<file path="config.mk">
export PLATFORM = sky130hd
export DESIGN_NAME = dfo_top
export DESIGN_NICKNAME = d
export VERILOG_FILES = /design/src/common/dfo_pkg.sv /design/src/common/dfo_flt_if.sv /design/src/hw/dfo_top.sv /design/src/hw/dfo_fault_latch.sv /design/src/hw/dfo_fold_table.sv
export SDC_FILE = /design/constraint.sdc
export NUM_CORES = 1
export LEC_CHECK = 0
export BUFFER_PORTS_ARGS = -buffer_cell sky130_fd_sc_hd__clkbuf_2
export CORE_UTILIZATION = 55
export CTS_CLUSTER_SIZE = 30
export DETAILED_ROUTE_END_ITERATION = 8
export PLACE_DENSITY = 0.92
export SLEW_MARGIN = 20
export SYNTH_ARGS = -nofsm -noshare
export SYNTH_HDL_FRONTEND = slang
export SYNTH_HIERARCHICAL = 1
export SYNTH_SLANG_ARGS = --single-unit
</file>
<file path="constraint.sdc">
create_clock -name mclk -period 6.85 [get_ports mclk]
set_clock_uncertainty 0.15 [all_clocks]
set_input_delay 1.0275 -clock mclk [delete_from_list [all_inputs] [get_ports mclk]]
set_output_delay 1.0275 -clock mclk [all_outputs]
set_load 0.01 [all_outputs]
</file>
<file path="src/common/dfo_pkg.sv">
/*
 * Package of the drive fault option parameter bank: register addresses,
 * reset values, accepted ranges, field positions and output codes.
 * Assumes word addresses as carried by the serial register protocol.
 */
package dfo_pkg;
    // Register addresses
    localparam logic [15:0] ADDR_SF1 = 16'h0382;
    localparam logic [15:0] ADDR_SF2 = 16'h0384;
    localparam logic [15:0] ADDR_LSF = 16'h0388;
    localparam logic [15:0] ADDR_FBE = 16'h038E;
    localparam logic [15:0] ADDR_FTC = 16'h0390;
    localparam logic [15:0] ADDR_FLV = 16'h0392;
    // Reset values
    localparam logic [15:0] SF1_RST = 16'h0200;
    localparam logic [15:0] SF2_RST = 16'h0000;
    localparam logic [15:0] LSF_RST = 16'h0000;
    localparam logic [15:0] FBE_RST = 16'h0001;
    localparam logic [15:0] FLV_RST = 16'h0001;
    localparam logic [31:0] FTC_RST = 32'h0000_0000;
    // Accepted ranges
    localparam logic [15:0] SF1_MIN = 16'h0000;
    localparam logic [15:0] SF1_MAX = 16'hFFFC;
    localparam logic [15:0] SF2_MIN = 16'h0000;
    localparam logic [15:0] SF2_MAX = 16'h0004;
    localparam logic [15:0] LSF_MIN = 16'h0000;
    localparam logic [15:0] LSF_MAX = 16'h1111;
    localparam logic [15:0] FBE_MIN = 16'h0000;
    localparam logic [15:0] FBE_MAX = 16'h0001;
    localparam logic [15:0] FLV_MIN = 16'h0001;
    localparam logic [15:0] FLV_MAX = 16'h0004;
    // Field positions and values
    localparam int SF1_PHASE_BIT = 15;
    localparam int SF2_UV_AUTO_BIT = 2;
    localparam int LSF_ROUTE_BIT = 12;
    localparam int FBE_EN_BIT = 0;
    localparam logic [3:0] LSF_RETRY_ERR = 4'h1;
    // Digital output function codes
    localparam logic [7:0] DO_ALERT_CODE = 8'h11;
    localparam logic [7:0] DO_ERROR_CODE = 8'h07;
    localparam logic [7:0] DO_NONE_CODE = 8'h00;
endpackage

</file>
<file path="src/common/dfo_flt_if.sv">
/*
 * Carrier between the option bank and one latched fault.
 * Assumes both ends run on the same control clock.
 */
`timescale 1ns/1ps
`default_nettype none
interface dfo_flt_if;
    logic set;
    logic cond;
    logic auto_clr;
    logic man_clr;
    logic fault;
    modport latch (input set, input cond, input auto_clr, input man_clr,
        output fault);
    modport user (output set, output cond, output auto_clr,
        output man_clr, input fault);
endinterface
`default_nettype wire

</file>
<file path="src/hw/dfo_top.sv">
/*
 * Drive fault option parameter bank with its fault and alert effects.
 * Assumes register requests arrive decoded from the serial protocol as
 * one-cycle strobes, and that power_up marks a restart that keeps the
 * persistent parameter store.
 */
//
// Behaviour
// Bit 15 of special word one at 0 enables the phase connection check, at 1 disables it.
// Software keeps bits 0-1 and 3-7 of special word two at zero.
// Bit 2 of special word two clears an undervoltage fault automatically when 1, manually when 0.
// Bit 12 of the limit switch word routes a limit hit to the alert output when 0, to the error output when 1.
// The lowest hex digit of the limit switch word at 1 makes a repeated overtravel attempt a fault needing reset.
// Software keeps the middle two hex digits of the limit switch word at zero.
// A new limit switch word is stored at once but acts only after the next power-up.
// With the immediate foldback bit set, a foldback limit equal to the actual current raises a fault.
// The read-only foldback time constant word reports the constant picked by the level word.
// The foldback level word takes 1 to 4, resets to 1, and picks the reported time constant.
// Writes to the read-only word and values out of range are refused and leave the store unchanged.
`timescale 1ns/1ps
`default_nettype none
module dfo_top
    import dfo_pkg::*;
#(
    parameter logic [31:0] TC_L1 = 32'h0000_0001,
    parameter logic [31:0] TC_L2 = 32'h0000_0002,
    parameter logic [31:0] TC_L3 = 32'h0000_0003,
    parameter logic [31:0] TC_L4 = 32'h0000_0004
) (
    // Clock and reset
    input wire logic mclk,
    input wire logic reset,
    // Register access
    input wire logic [15:0] reg_addr,
    input wire logic reg_wr,
    input wire logic reg_rd,
    input wire logic [31:0] reg_wdata,
    output logic [31:0] reg_rdata,
    output logic reg_ack,
    output logic reg_err,
    // Drive events
    input wire logic power_up,
    input wire logic fault_reset,
    input wire logic uv_detect,
    input wire logic limit_hit,
    input wire logic overtravel_retry,
    input wire logic [15:0] foldback_limit,
    input wire logic [15:0] actual_current,
    // Fault and output functions
    output logic phase_check_en,
    output logic uv_fault,
    output logic overtravel_fault,
    output logic foldback_fault,
    output logic alert_active,
    output logic error_detected,
    output logic [7:0] limit_do_code
);

    logic [15:0] sf1_r;
    logic [15:0] sf2_r;
    logic [15:0] lsf_r;
    logic [15:0] lsf_active_r;
    logic [15:0] fbe_r;
    logic [15:0] flv_r;
    logic [31:0] ftc_val;
    logic mapped;
    logic range_ok;
    logic acc_ok;
    logic wr_go;
    logic [31:0] rd_val;
    logic fold_eq;
    logic retry_err;

    dfo_flt_if uv_if();
    dfo_flt_if ot_if();
    dfo_flt_if fb_if();

    function automatic logic in_range(input logic [31:0] v,
        input logic [15:0] lo, input logic [15:0] hi);
        return (v[31:16] == 16'h0000) && (v[15:0] >= lo) && (v[15:0] <= hi);
    endfunction

    // Address decode and range check
    always_comb begin
        mapped = 1'b1;
        range_ok = 1'b0;
        rd_val = 32'h0000_0000;
        case (reg_addr)
            ADDR_SF1: begin
                range_ok = in_range(reg_wdata, SF1_MIN, SF1_MAX);
                rd_val = {16'h0000, sf1_r};
            end
            ADDR_SF2: begin
                range_ok = in_range(reg_wdata, SF2_MIN, SF2_MAX);
                rd_val = {16'h0000, sf2_r};
            end
            ADDR_LSF: begin
                range_ok = in_range(reg_wdata, LSF_MIN, LSF_MAX);
                rd_val = {16'h0000, lsf_r};
            end
            ADDR_FBE: begin
                range_ok = in_range(reg_wdata, FBE_MIN, FBE_MAX);
                rd_val = {16'h0000, fbe_r};
            end
            ADDR_FTC: begin
                // read-only word
                range_ok = 1'b0;
                rd_val = ftc_val;
            end
            ADDR_FLV: begin
                range_ok = in_range(reg_wdata, FLV_MIN, FLV_MAX);
                rd_val = {16'h0000, flv_r};
            end
            default: begin
                mapped = 1'b0;
            end
        endcase
    end

    // refuse bad writes
    assign wr_go = reg_wr && !reg_rd && mapped && range_ok;
    assign acc_ok = reg_rd ? mapped : (mapped && range_ok);

    // Bus answer
    always_ff @(posedge mclk) begin
        if (reset) begin
            reg_ack <= 1'b0;
            reg_err <= 1'b0;
            reg_rdata <= 32'h0000_0000;
        end else begin
            reg_ack <= reg_wr || reg_rd;
            reg_err <= (reg_wr || reg_rd) && !acc_ok;
            if (reg_rd && mapped) begin
                reg_rdata <= rd_val;
            end
        end
    end

    // Special word one store
    always_ff @(posedge mclk) begin
        if (reset) begin
            sf1_r <= SF1_RST;
        end else if (wr_go && reg_addr == ADDR_SF1) begin
            sf1_r <= reg_wdata[15:0];
        end
    end

    // Special word two store
    always_ff @(posedge mclk) begin
        if (reset) begin
            sf2_r <= SF2_RST;
        end else if (wr_go && reg_addr == ADDR_SF2) begin
            sf2_r <= reg_wdata[15:0];
        end
    end

    // stored now, active at power-up
    always_ff @(posedge mclk) begin
        if (reset) begin
            lsf_r <= LSF_RST;
        end else if (wr_go && reg_addr == ADDR_LSF) begin
            lsf_r <= reg_wdata[15:0];
        end
    end

    always_ff @(posedge mclk) begin
        if (reset) begin
            lsf_active_r <= LSF_RST;
        end else if (power_up) begin
            lsf_active_r <= lsf_r;
        end
    end

    // Foldback enable store
    always_ff @(posedge mclk) begin
        if (reset) begin
            fbe_r <= FBE_RST;
        end else if (wr_go && reg_addr == ADDR_FBE) begin
            fbe_r <= reg_wdata[15:0];
        end
    end

    // level store
    always_ff @(posedge mclk) begin
        if (reset) begin
            flv_r <= FLV_RST;
        end else if (wr_go && reg_addr == ADDR_FLV) begin
            flv_r <= reg_wdata[15:0];
        end
    end

    // level selects constant
    dfo_fold_table #(
        .TC_L1(TC_L1),
        .TC_L2(TC_L2),
        .TC_L3(TC_L3),
        .TC_L4(TC_L4)
    ) u_table (
        .mclk(mclk),
        .reset(reset),
        .level(flv_r),
        .time_const(ftc_val)
    );

    // undervoltage clear mode
    assign uv_if.set = uv_detect;
    assign uv_if.cond = uv_detect;
    assign uv_if.auto_clr = sf2_r[SF2_UV_AUTO_BIT];
    assign uv_if.man_clr = fault_reset;

    // repeated overtravel attempt
    assign retry_err = lsf_active_r[3:0] == LSF_RETRY_ERR;
    assign ot_if.set = overtravel_retry && retry_err;
    assign ot_if.cond = 1'b0;
    assign ot_if.auto_clr = 1'b0;
    assign ot_if.man_clr = fault_reset;

    // immediate foldback fault
    assign fold_eq = foldback_limit == actual_current;
    assign fb_if.set = fbe_r[FBE_EN_BIT] && fold_eq;
    assign fb_if.cond = fbe_r[FBE_EN_BIT] && fold_eq;
    assign fb_if.auto_clr = 1'b0;
    assign fb_if.man_clr = fault_reset;

    dfo_fault_latch u_uv (.mclk(mclk), .reset(reset), .flt(uv_if));
    dfo_fault_latch u_ot (.mclk(mclk), .reset(reset), .flt(ot_if));
    dfo_fault_latch u_fb (.mclk(mclk), .reset(reset), .flt(fb_if));

    assign uv_fault = uv_if.fault;
    assign overtravel_fault = ot_if.fault;
    assign foldback_fault = fb_if.fault;

    // phase check enable
    always_ff @(posedge mclk) begin
        if (reset) begin
            phase_check_en <= !SF1_RST[SF1_PHASE_BIT];
        end else begin
            phase_check_en <= !sf1_r[SF1_PHASE_BIT];
        end
    end

    // limit hit routing
    always_ff @(posedge mclk) begin
        if (reset) begin
            alert_active <= 1'b0;
            error_detected <= 1'b0;
            limit_do_code <= DO_NONE_CODE;
        end else begin
            alert_active <= limit_hit && !lsf_active_r[LSF_ROUTE_BIT];
            error_detected <= (limit_hit && lsf_active_r[LSF_ROUTE_BIT])
                || uv_if.fault || ot_if.fault || fb_if.fault;
            if (!limit_hit) begin
                limit_do_code <= DO_NONE_CODE;
            end else if (lsf_active_r[LSF_ROUTE_BIT]) begin
                limit_do_code <= DO_ERROR_CODE;
            end else begin
                limit_do_code <= DO_ALERT_CODE;
            end
        end
    end
endmodule // dfo_top
`default_nettype wire

</file>
<file path="src/hw/dfo_fault_latch.sv">
/*
 * One sticky fault: set by its event, cleared once the cause is gone
 * and a manual or automatic fault reset applies.
 * Assumes a synchronous active-high reset on the control clock.
 */
`timescale 1ns/1ps
`default_nettype none
module dfo_fault_latch
    import dfo_pkg::*;
(
    // Clock and reset
    input wire logic mclk,
    input wire logic reset,
    // Fault carrier
    dfo_flt_if.latch flt
);

    logic fault_r;

    // Set wins over clear
    always_ff @(posedge mclk) begin
        if (reset) begin
            fault_r <= 1'b0;
        end else if (flt.set) begin
            fault_r <= 1'b1;
        end else if (!flt.cond && (flt.auto_clr || flt.man_clr)) begin
            fault_r <= 1'b0;
        end
    end

    assign flt.fault = fault_r;
endmodule // dfo_fault_latch
`default_nettype wire

</file>
<file path="src/hw/dfo_fold_table.sv">
/*
 * Foldback time constant lookup from the foldback level.
 * Assumes the level is already range checked to 1..4.
 */
`timescale 1ns/1ps
`default_nettype none
module dfo_fold_table
    import dfo_pkg::*;
#(
    parameter logic [31:0] TC_L1 = 32'h0000_0001,
    parameter logic [31:0] TC_L2 = 32'h0000_0002,
    parameter logic [31:0] TC_L3 = 32'h0000_0003,
    parameter logic [31:0] TC_L4 = 32'h0000_0004
) (
    // Clock and reset
    input wire logic mclk,
    input wire logic reset,
    // Level in, time constant out
    input wire logic [15:0] level,
    output logic [31:0] time_const
);
    always_ff @(posedge mclk) begin
        if (reset) begin
            time_const <= FTC_RST;
        end else begin
            case (level)
                16'h0001: time_const <= TC_L1;
                16'h0002: time_const <= TC_L2;
                16'h0003: time_const <= TC_L3;
                16'h0004: time_const <= TC_L4;
                default: time_const <= TC_L1;
            endcase
        end
    end
endmodule // dfo_fold_table
`default_nettype wire

</file>
# Word-level counts from Yosys, hierarchy flattened

Index checks and enable logic that the tools add are counted.

Order comparisons: 6
Equality and inequality tests: 11
Muxes and demuxes: 12
Bitwise logic cells: 1
Reductions and logical operators: 41

Operator list:

| operator             | number |
|---|---|
| $pmux 32 s6          | 1 |
| $eq 16x10->1 const B | 6 |
| $eq 16x2->1 const B  | 2 |
| $ge 16x1->1 const B  | 2 |
| $logic_and 1x1->1    | 24 |
| $eq 16x16->1         | 1 |
| $eq 16x3->1 const B  | 1 |
| $le 16x1->1 const B  | 1 |
| $le 16x13->1 const B | 1 |
| $le 16x16->1 const B | 1 |
| $le 16x3->1 const B  | 1 |
| $logic_not 16->1     | 1 |
| $pmux 3 s3           | 1 |
| $mux 1               | 8 |
| $logic_not 1->1      | 6 |
| $reduce_bool 2->1    | 3 |
| $reduce_or 6->1      | 1 |
| $logic_or 1x1->1     | 5 |
| $mux 5               | 1 |
| $pmux 1 s5           | 1 |
| $eq 4x1->1 const B   | 1 |
| $reduce_or 2->1      | 1 |
| $not 1->1            | 1 |

Register bits: 173
Input port bits: 89
Output and inout bits: 48
Word-level logic and storage cells: 88

# Logic depth before layout (Yosys ltp)

Depth after elaboration: 8
Depth in mapped cells: 9
Depth with buffers taken out: 6

# Modules after synthesis

Netlist, hierarchy kept.

Modules (own cells, without submodules):

| module          | times used | cells each | area an instance (µm²) | sequential area each (µm²) |
|---|---|---|---|---|
| dfo_top         | 1          | 557        | 5431.5                 | 2502.4 |
| dfo_fold_table  | 1          | 44         | 351.6                  | 60.1 |
| dfo_fault_latch | 3          | 5          | 46.3                   | 20.0 |

# Worst setup path after synthesis

No wires, ideal clock.

Path type: input port to flip-flop
Start: input reg_addr[15]
End: register flv_r[10]
Library setup time: 0.115 ns
Arrival time: 2.734 ns
Data required time: 6.585 ns
Slack: 3.851 ns
Cell stages on the path: 7
Buffers on the path: 1
Path through: nor4_4 > nand4_1 > o32a_1 > a2111o_1 > nor2b_4 > buf_6 > and2_1

Word-level cells in the longest chain between the ends: 6
Elaborated cells on any way between the ends: 12
Classes of those cells: eq/ne (6); mux (2); reduce/logical (4)

RTL lines:

| what                             | line                          | text |
|---|---|---|
| start: declaration               | dfo_top.sv:34                 | `input wire logic [15:0] reg_addr,` |
| $eq 16x10->1 (on tied branches)  | dfo_top.sv:88, dfo_top.sv:187 |  |
| $reduce_or 6->1 (no source line) | --                            |  |
| $mux 1                           | dfo_top.sv:88                 | `case (reg_addr)` |
| $logic_and 1x1->1 (2 in a row)   | dfo_top.sv:121                | `assign wr_go = reg_wr && !reg_rd && mapped && range_ok;` |
| $logic_and 1x1->1 (*)            | dfo_top.sv:187                | `end else if (wr_go && reg_addr == ADDR_FLV) begin` |
| end signal: assignment           | dfo_top.sv:188                | `flv_r <= reg_wdata[15:0];` |
| end: declaration                 | dfo_top.sv:64                 | `logic [15:0] flv_r;` |

Every way passes the cells marked *; elsewhere a longest branch is shown, timed or not.
A chain may end at the register's enable or synchronous reset.

# Worst setup path in the final report

Start: input reg_addr[1]
End: register lsf_r[14]

Word-level cells in the longest chain between the ends: 6
Elaborated cells on any way between the ends: 12
Classes of those cells: eq/ne (6); mux (2); reduce/logical (4)

RTL lines:

| what                             | line                          | text |
|---|---|---|
| $eq 16x10->1 (on tied branches)  | dfo_top.sv:88, dfo_top.sv:161 |  |
| $reduce_or 6->1 (no source line) | --                            |  |
| $mux 1                           | dfo_top.sv:88                 |  |
| $logic_and 1x1->1 (2 in a row)   | dfo_top.sv:121                |  |
| $logic_and 1x1->1 (*)            | dfo_top.sv:161                | `end else if (wr_go && reg_addr == ADDR_LSF) begin` |
| end signal: assignment           | dfo_top.sv:162                | `lsf_r <= reg_wdata[15:0];` |
| end: declaration                 | dfo_top.sv:61                 | `logic [15:0] lsf_r;` |

Marked as above.

==> summary.md <==
| Metric | Value |
|---|---|
| Buffers added on ports | `132` |
| Post_cts resized | `0` |
| Vias/cell | `6.01` |
| Detailed-route wire length | `15700 microns` |
| Clock insertion delay at the later pin of the skew report | `0.52 ns` |
| Drt initial violations | `453` |
| Initial core utilization | `57.1%` |
| Post-CTS Setup Inserts | `0` |
| Routability congestion estimate from global placement | `0.898` |
| Worst reg-to-reg setup slack | `5.38 ns` |
| Horiz. Die Dim | `106 microns` |
| Routed WL per cell | `17.9 microns` |
| Pwr dens | `239 mW/mm^2` |
| Number of enable-type register cells in the synthesized netlist | `0` |
| RSZ-0062 raised after global routing | `no` |
| Placed cell areas | `0.00649 sq mm` |
| Max H-tree Level | `4` |
| Predominant post-synthesis flop cell | `sky130_fd_sc_hd__dfxtp_1` |
| End point of the critical path | `lsf_r[14]$_SDFFE_PP0P_` |
| Number of setup violations in the final report | `0` |
| Area of the die | `0.0112 sq mm` |
| Post-CTS clock slew at the launch and capture registers of the worst setup and hold paths | `0.06 ns` |
| Class of the most critical hold timing path | `flop to flop` |
| Vias after detailed routing | `5279` |
| LEAKAGE | `2.87 nW` |
| Critical register-to-register path endpoint | `u_table/time_const[0]$_SDFF_PP0_` |
| Critical Setup Path Class | `input port to flop` |
| Total Nets Final | `821` |
| Crit path arrival time | `3.72 ns` |
| Via count of the first global-routing pass | `5217` |
| Cell area after synthesis | `0.00592 sq mm` |
| Placed wire-length estimate after detailed placement | `10200 microns` |
| Post-layout min period | `3.45 ns` |
| Number of top-level design ports | `137` |
| WP data required | `7.11 ns` |
| Yosys warning total | `6` |
| Syn_area_per_cell | `9.61 sq um` |
| Num Clock Sinks | `131` |
| Share of the clock period used by the worst path after layout | `50.4%` |
| Origin of the critical flop-to-flop path | `flv_r[11]$_SDFFE_PP0P_` |
| Total of max-cap violations | `0` |
| Core Area | `0.0104 sq mm` |
| Max Root-Sink Buffers | `2` |
| Remaining antenna violation count | `0` |
| Capturing element type of the critical path | `flop` |
| Maximum number of pins on one net before global-route repair | `122` |
| Antenna violations before repair | `0` |
| Post-synthesis cell count | `616` |
| Overall die height | `106 microns` |
| Row cnt | `37` |
| Fraction of synthesis flops using an asynchronous set or reset pin | `0%` |
| All-layer global routing usage | `28.6%` |
| Drt drc | `0` |
| Sequential fraction of the synthesis area | `44.3%` |
| Number of cells on the worst reg-to-reg path | `3` |
| Timing startpoint of the critical path | `reg_addr[1]` |
| Clock buffer count from CTS | `17` |
| Transition time at the pin with the least slew margin | `1.11 ns` |
| Antenna cells | `0` |
| Endpoints failing hold | `0` |
| Number of distinct standard cells referenced by the synthesized netlist | `53` |
| Residual overflow from global routing | `0` |
| Register bit count reported by yosys | `131` |
| Library cell used as clock root buffer | `sky130_fd_sc_hd__clkbuf_8` |
| Post-CTS Hold Fix Bufs | `0` |
| First-pass GRT wire length | `25100 microns` |
| Clock tree from TritonCTS | `done` |
| Post-route cell area | `0.00704 sq mm` |
| Area growth syn-to-layout | `18.9%` |
| TNS Setup | `0 ns` |
| F_max | `290 MHz` |
| Outcome | `finished, final reports clean` |
| Launching element type of the critical path | `input port` |
| Final count of pins violating max slew | `0` |
| Fraction of layout cells with a size suffix above 1 | `26.3%` |
| Maximum net fanout on the critical path | `24` |
| 1st-pass router iterations | `6` |
| Largest vdd supply drop | `0.000121 V` |
| Relative slew margins | `25.9%` |
-- per-layer routing --
metal | track usage, % | up-vias | wire [microns]
met5 | 0 | - | 0
met4 | 15.2 | 0 | 519
met3 | 6.68 | 59 | 1370
met2 | 47.9 | 339 | 7730
met1 | 33.9 | 2468 | 6090
li1 | - | 2413 | -
-- worst max-delay path: stages --
cell and delay, ns:
sky130_fd_sc_hd__clkbuf_2 0.38, sky130_fd_sc_hd__nor4b_2 0.51, sky130_fd_sc_hd__nand4_1 0.23, sky130_fd_sc_hd__nor3_1 0.45
sky130_fd_sc_hd__a21oi_1 0.11, sky130_fd_sc_hd__o32a_1 0.66, sky130_fd_sc_hd__and3b_1 0.34
-- cell families after synthesis --
group / count (synthesis) / synth area share, %
buf+inv: 73 / 7.33
mux: 36 / 6.42
compound gates: 106 / 13.2
xor+xnor: 18 / 2.66
simple gates: 250 / 26.0
flops: 131 / 44.3
other cells: 2 / 0.127
-- worst min-delay path by stage --
| stage | from | endpoint | slack (ns) | cells after the start |
|---|---|---|---|---|
| after floorplan | sf1_r[15]$_SDFFE_PP0P_ | phase_check_en$_SDFF_PP1_ | 0.24 | 1 |
| after global placement | sf1_r[15]$_SDFFE_PP0P_ | phase_check_en$_SDFF_PP1_ | 0.28 | 1 |
| after detailed placement | sf1_r[15]$_SDFFE_PP0P_ | phase_check_en$_SDFF_PP1_ | 0.27 | 1 |
| after CTS | sf1_r[15]$_SDFFE_PP0P_ | phase_check_en$_SDFF_PP1_ | 0.29 | 1 |
| after global routing | sf1_r[15]$_SDFFE_PP0P_ | phase_check_en$_SDFF_PP1_ | 0.31 | 1 |
| final | sf1_r[15]$_SDFFE_PP0P_ | phase_check_en$_SDFF_PP1_ | 0.28 | 1 |
-- power by group --
part	total, mW	internal (mW)	switching, mW	leakage, nW
clock network	0.817	0.510	0.308	0.269
registers	0.766	0.765	0.00102	1.06
logic	0.101	0.0449	0.0566	1.54
-- area by class of cell --
| class | instances | area, sq um |
|---|---|---|
| clock buffers | 23 | 477 |
| clock inverters | 6 | 55.1 |
| fillers | 745 | 3330 |
| inverters | 2 | 7.51 |
| multi-input cells | 446 | 3030 |
| flip-flops and latches | 131 | 2620 |
| well taps | 136 | 170 |
| repair buffers | 134 | 676 |
-- synth_stat cells (3+ instances only) --
cell / count / area, sq um
sky130_fd_sc_hd__a22oi_1: 18 / 135
sky130_fd_sc_hd__nand3_1: 17 / 85.1
sky130_fd_sc_hd__a211oi_2: 3 / 37.5
sky130_fd_sc_hd__a21oi_1: 20 / 100
sky130_fd_sc_hd__nor4_1: 10 / 62.6
sky130_fd_sc_hd__buf_2: 8 / 40.0
sky130_fd_sc_hd__nor2_1: 42 / 158
sky130_fd_sc_hd__buf_4: 34 / 255
sky130_fd_sc_hd__a222oi_1: 15 / 150
sky130_fd_sc_hd__buf_6: 3 / 33.8
sky130_fd_sc_hd__mux2i_1: 20 / 200
sky130_fd_sc_hd__and2_1: 28 / 175
sky130_fd_sc_hd__o41ai_1: 3 / 26.3
sky130_fd_sc_hd__clkbuf_1: 24 / 90.1
sky130_fd_sc_hd__xor2_1: 5 / 43.8
sky130_fd_sc_hd__nand3b_1: 19 / 143
sky130_fd_sc_hd__and3b_1: 4 / 35.0
sky130_fd_sc_hd__and4b_1: 4 / 40.0
sky130_fd_sc_hd__a311oi_1: 15 / 131
sky130_fd_sc_hd__nand4_1: 12 / 75.1
sky130_fd_sc_hd__o21ai_0: 22 / 110
sky130_fd_sc_hd__mux2_2: 16 / 180
sky130_fd_sc_hd__dfxtp_1: 131 / 2620
sky130_fd_sc_hd__xnor2_1: 13 / 114
sky130_fd_sc_hd__nor3b_1: 15 / 113
sky130_fd_sc_hd__and4_1: 4 / 35.0
sky130_fd_sc_hd__or2_0: 3 / 18.8
sky130_fd_sc_hd__nor2b_1: 4 / 25.0
sky130_fd_sc_hd__nand2b_1: 31 / 194
sky130_fd_sc_hd__nand2_1: 30 / 113
sky130_fd_sc_hd__nor3_1: 9 / 45.0
-- state kept, by name, summed over array words and instances (netlist names), 3 cells and up --
register            cells
fbe_r                  16
flv_r                  16
limit_do_code           3
lsf_active_r            5
lsf_r                  16
reg_rdata              32
sf1_r                  16
sf2_r                  16
u_table/time_const      3
-- cell usage in the layout, fill, tap and decap left out, types with 19 or more instances in the layout --
cell / synthesis / layout
sky130_fd_sc_hd__dfxtp_1: 131 / 131
sky130_fd_sc_hd__clkbuf_2: 0 / 131
sky130_fd_sc_hd__nor2_1: 42 / 41
sky130_fd_sc_hd__conb_1: 2 / 36
sky130_fd_sc_hd__nand2b_1: 31 / 31
sky130_fd_sc_hd__nand2_1: 30 / 30
sky130_fd_sc_hd__and2_1: 28 / 28
sky130_fd_sc_hd__o21ai_0: 22 / 22
sky130_fd_sc_hd__a21oi_1: 20 / 20
sky130_fd_sc_hd__mux2i_1: 20 / 20
sky130_fd_sc_hd__nand3b_1: 19 / 19
-- stage by stage --
step                      instances  worst slack [ns]  hold slack [ns]  utilization, %  power, mW
after floorplan                 650              3.85            0.240               -      0.847
after global placement          849              3.06            0.277            62.4      0.876
after detailed placement        849              2.95            0.273            62.6      0.880
after CTS                       878              3.42            0.287            67.8       1.68
after global routing            878              3.24            0.311            67.9       1.73
final                           878              3.40            0.284            67.9       1.69
Note: power is estimated with default switching activity, not from simulation.
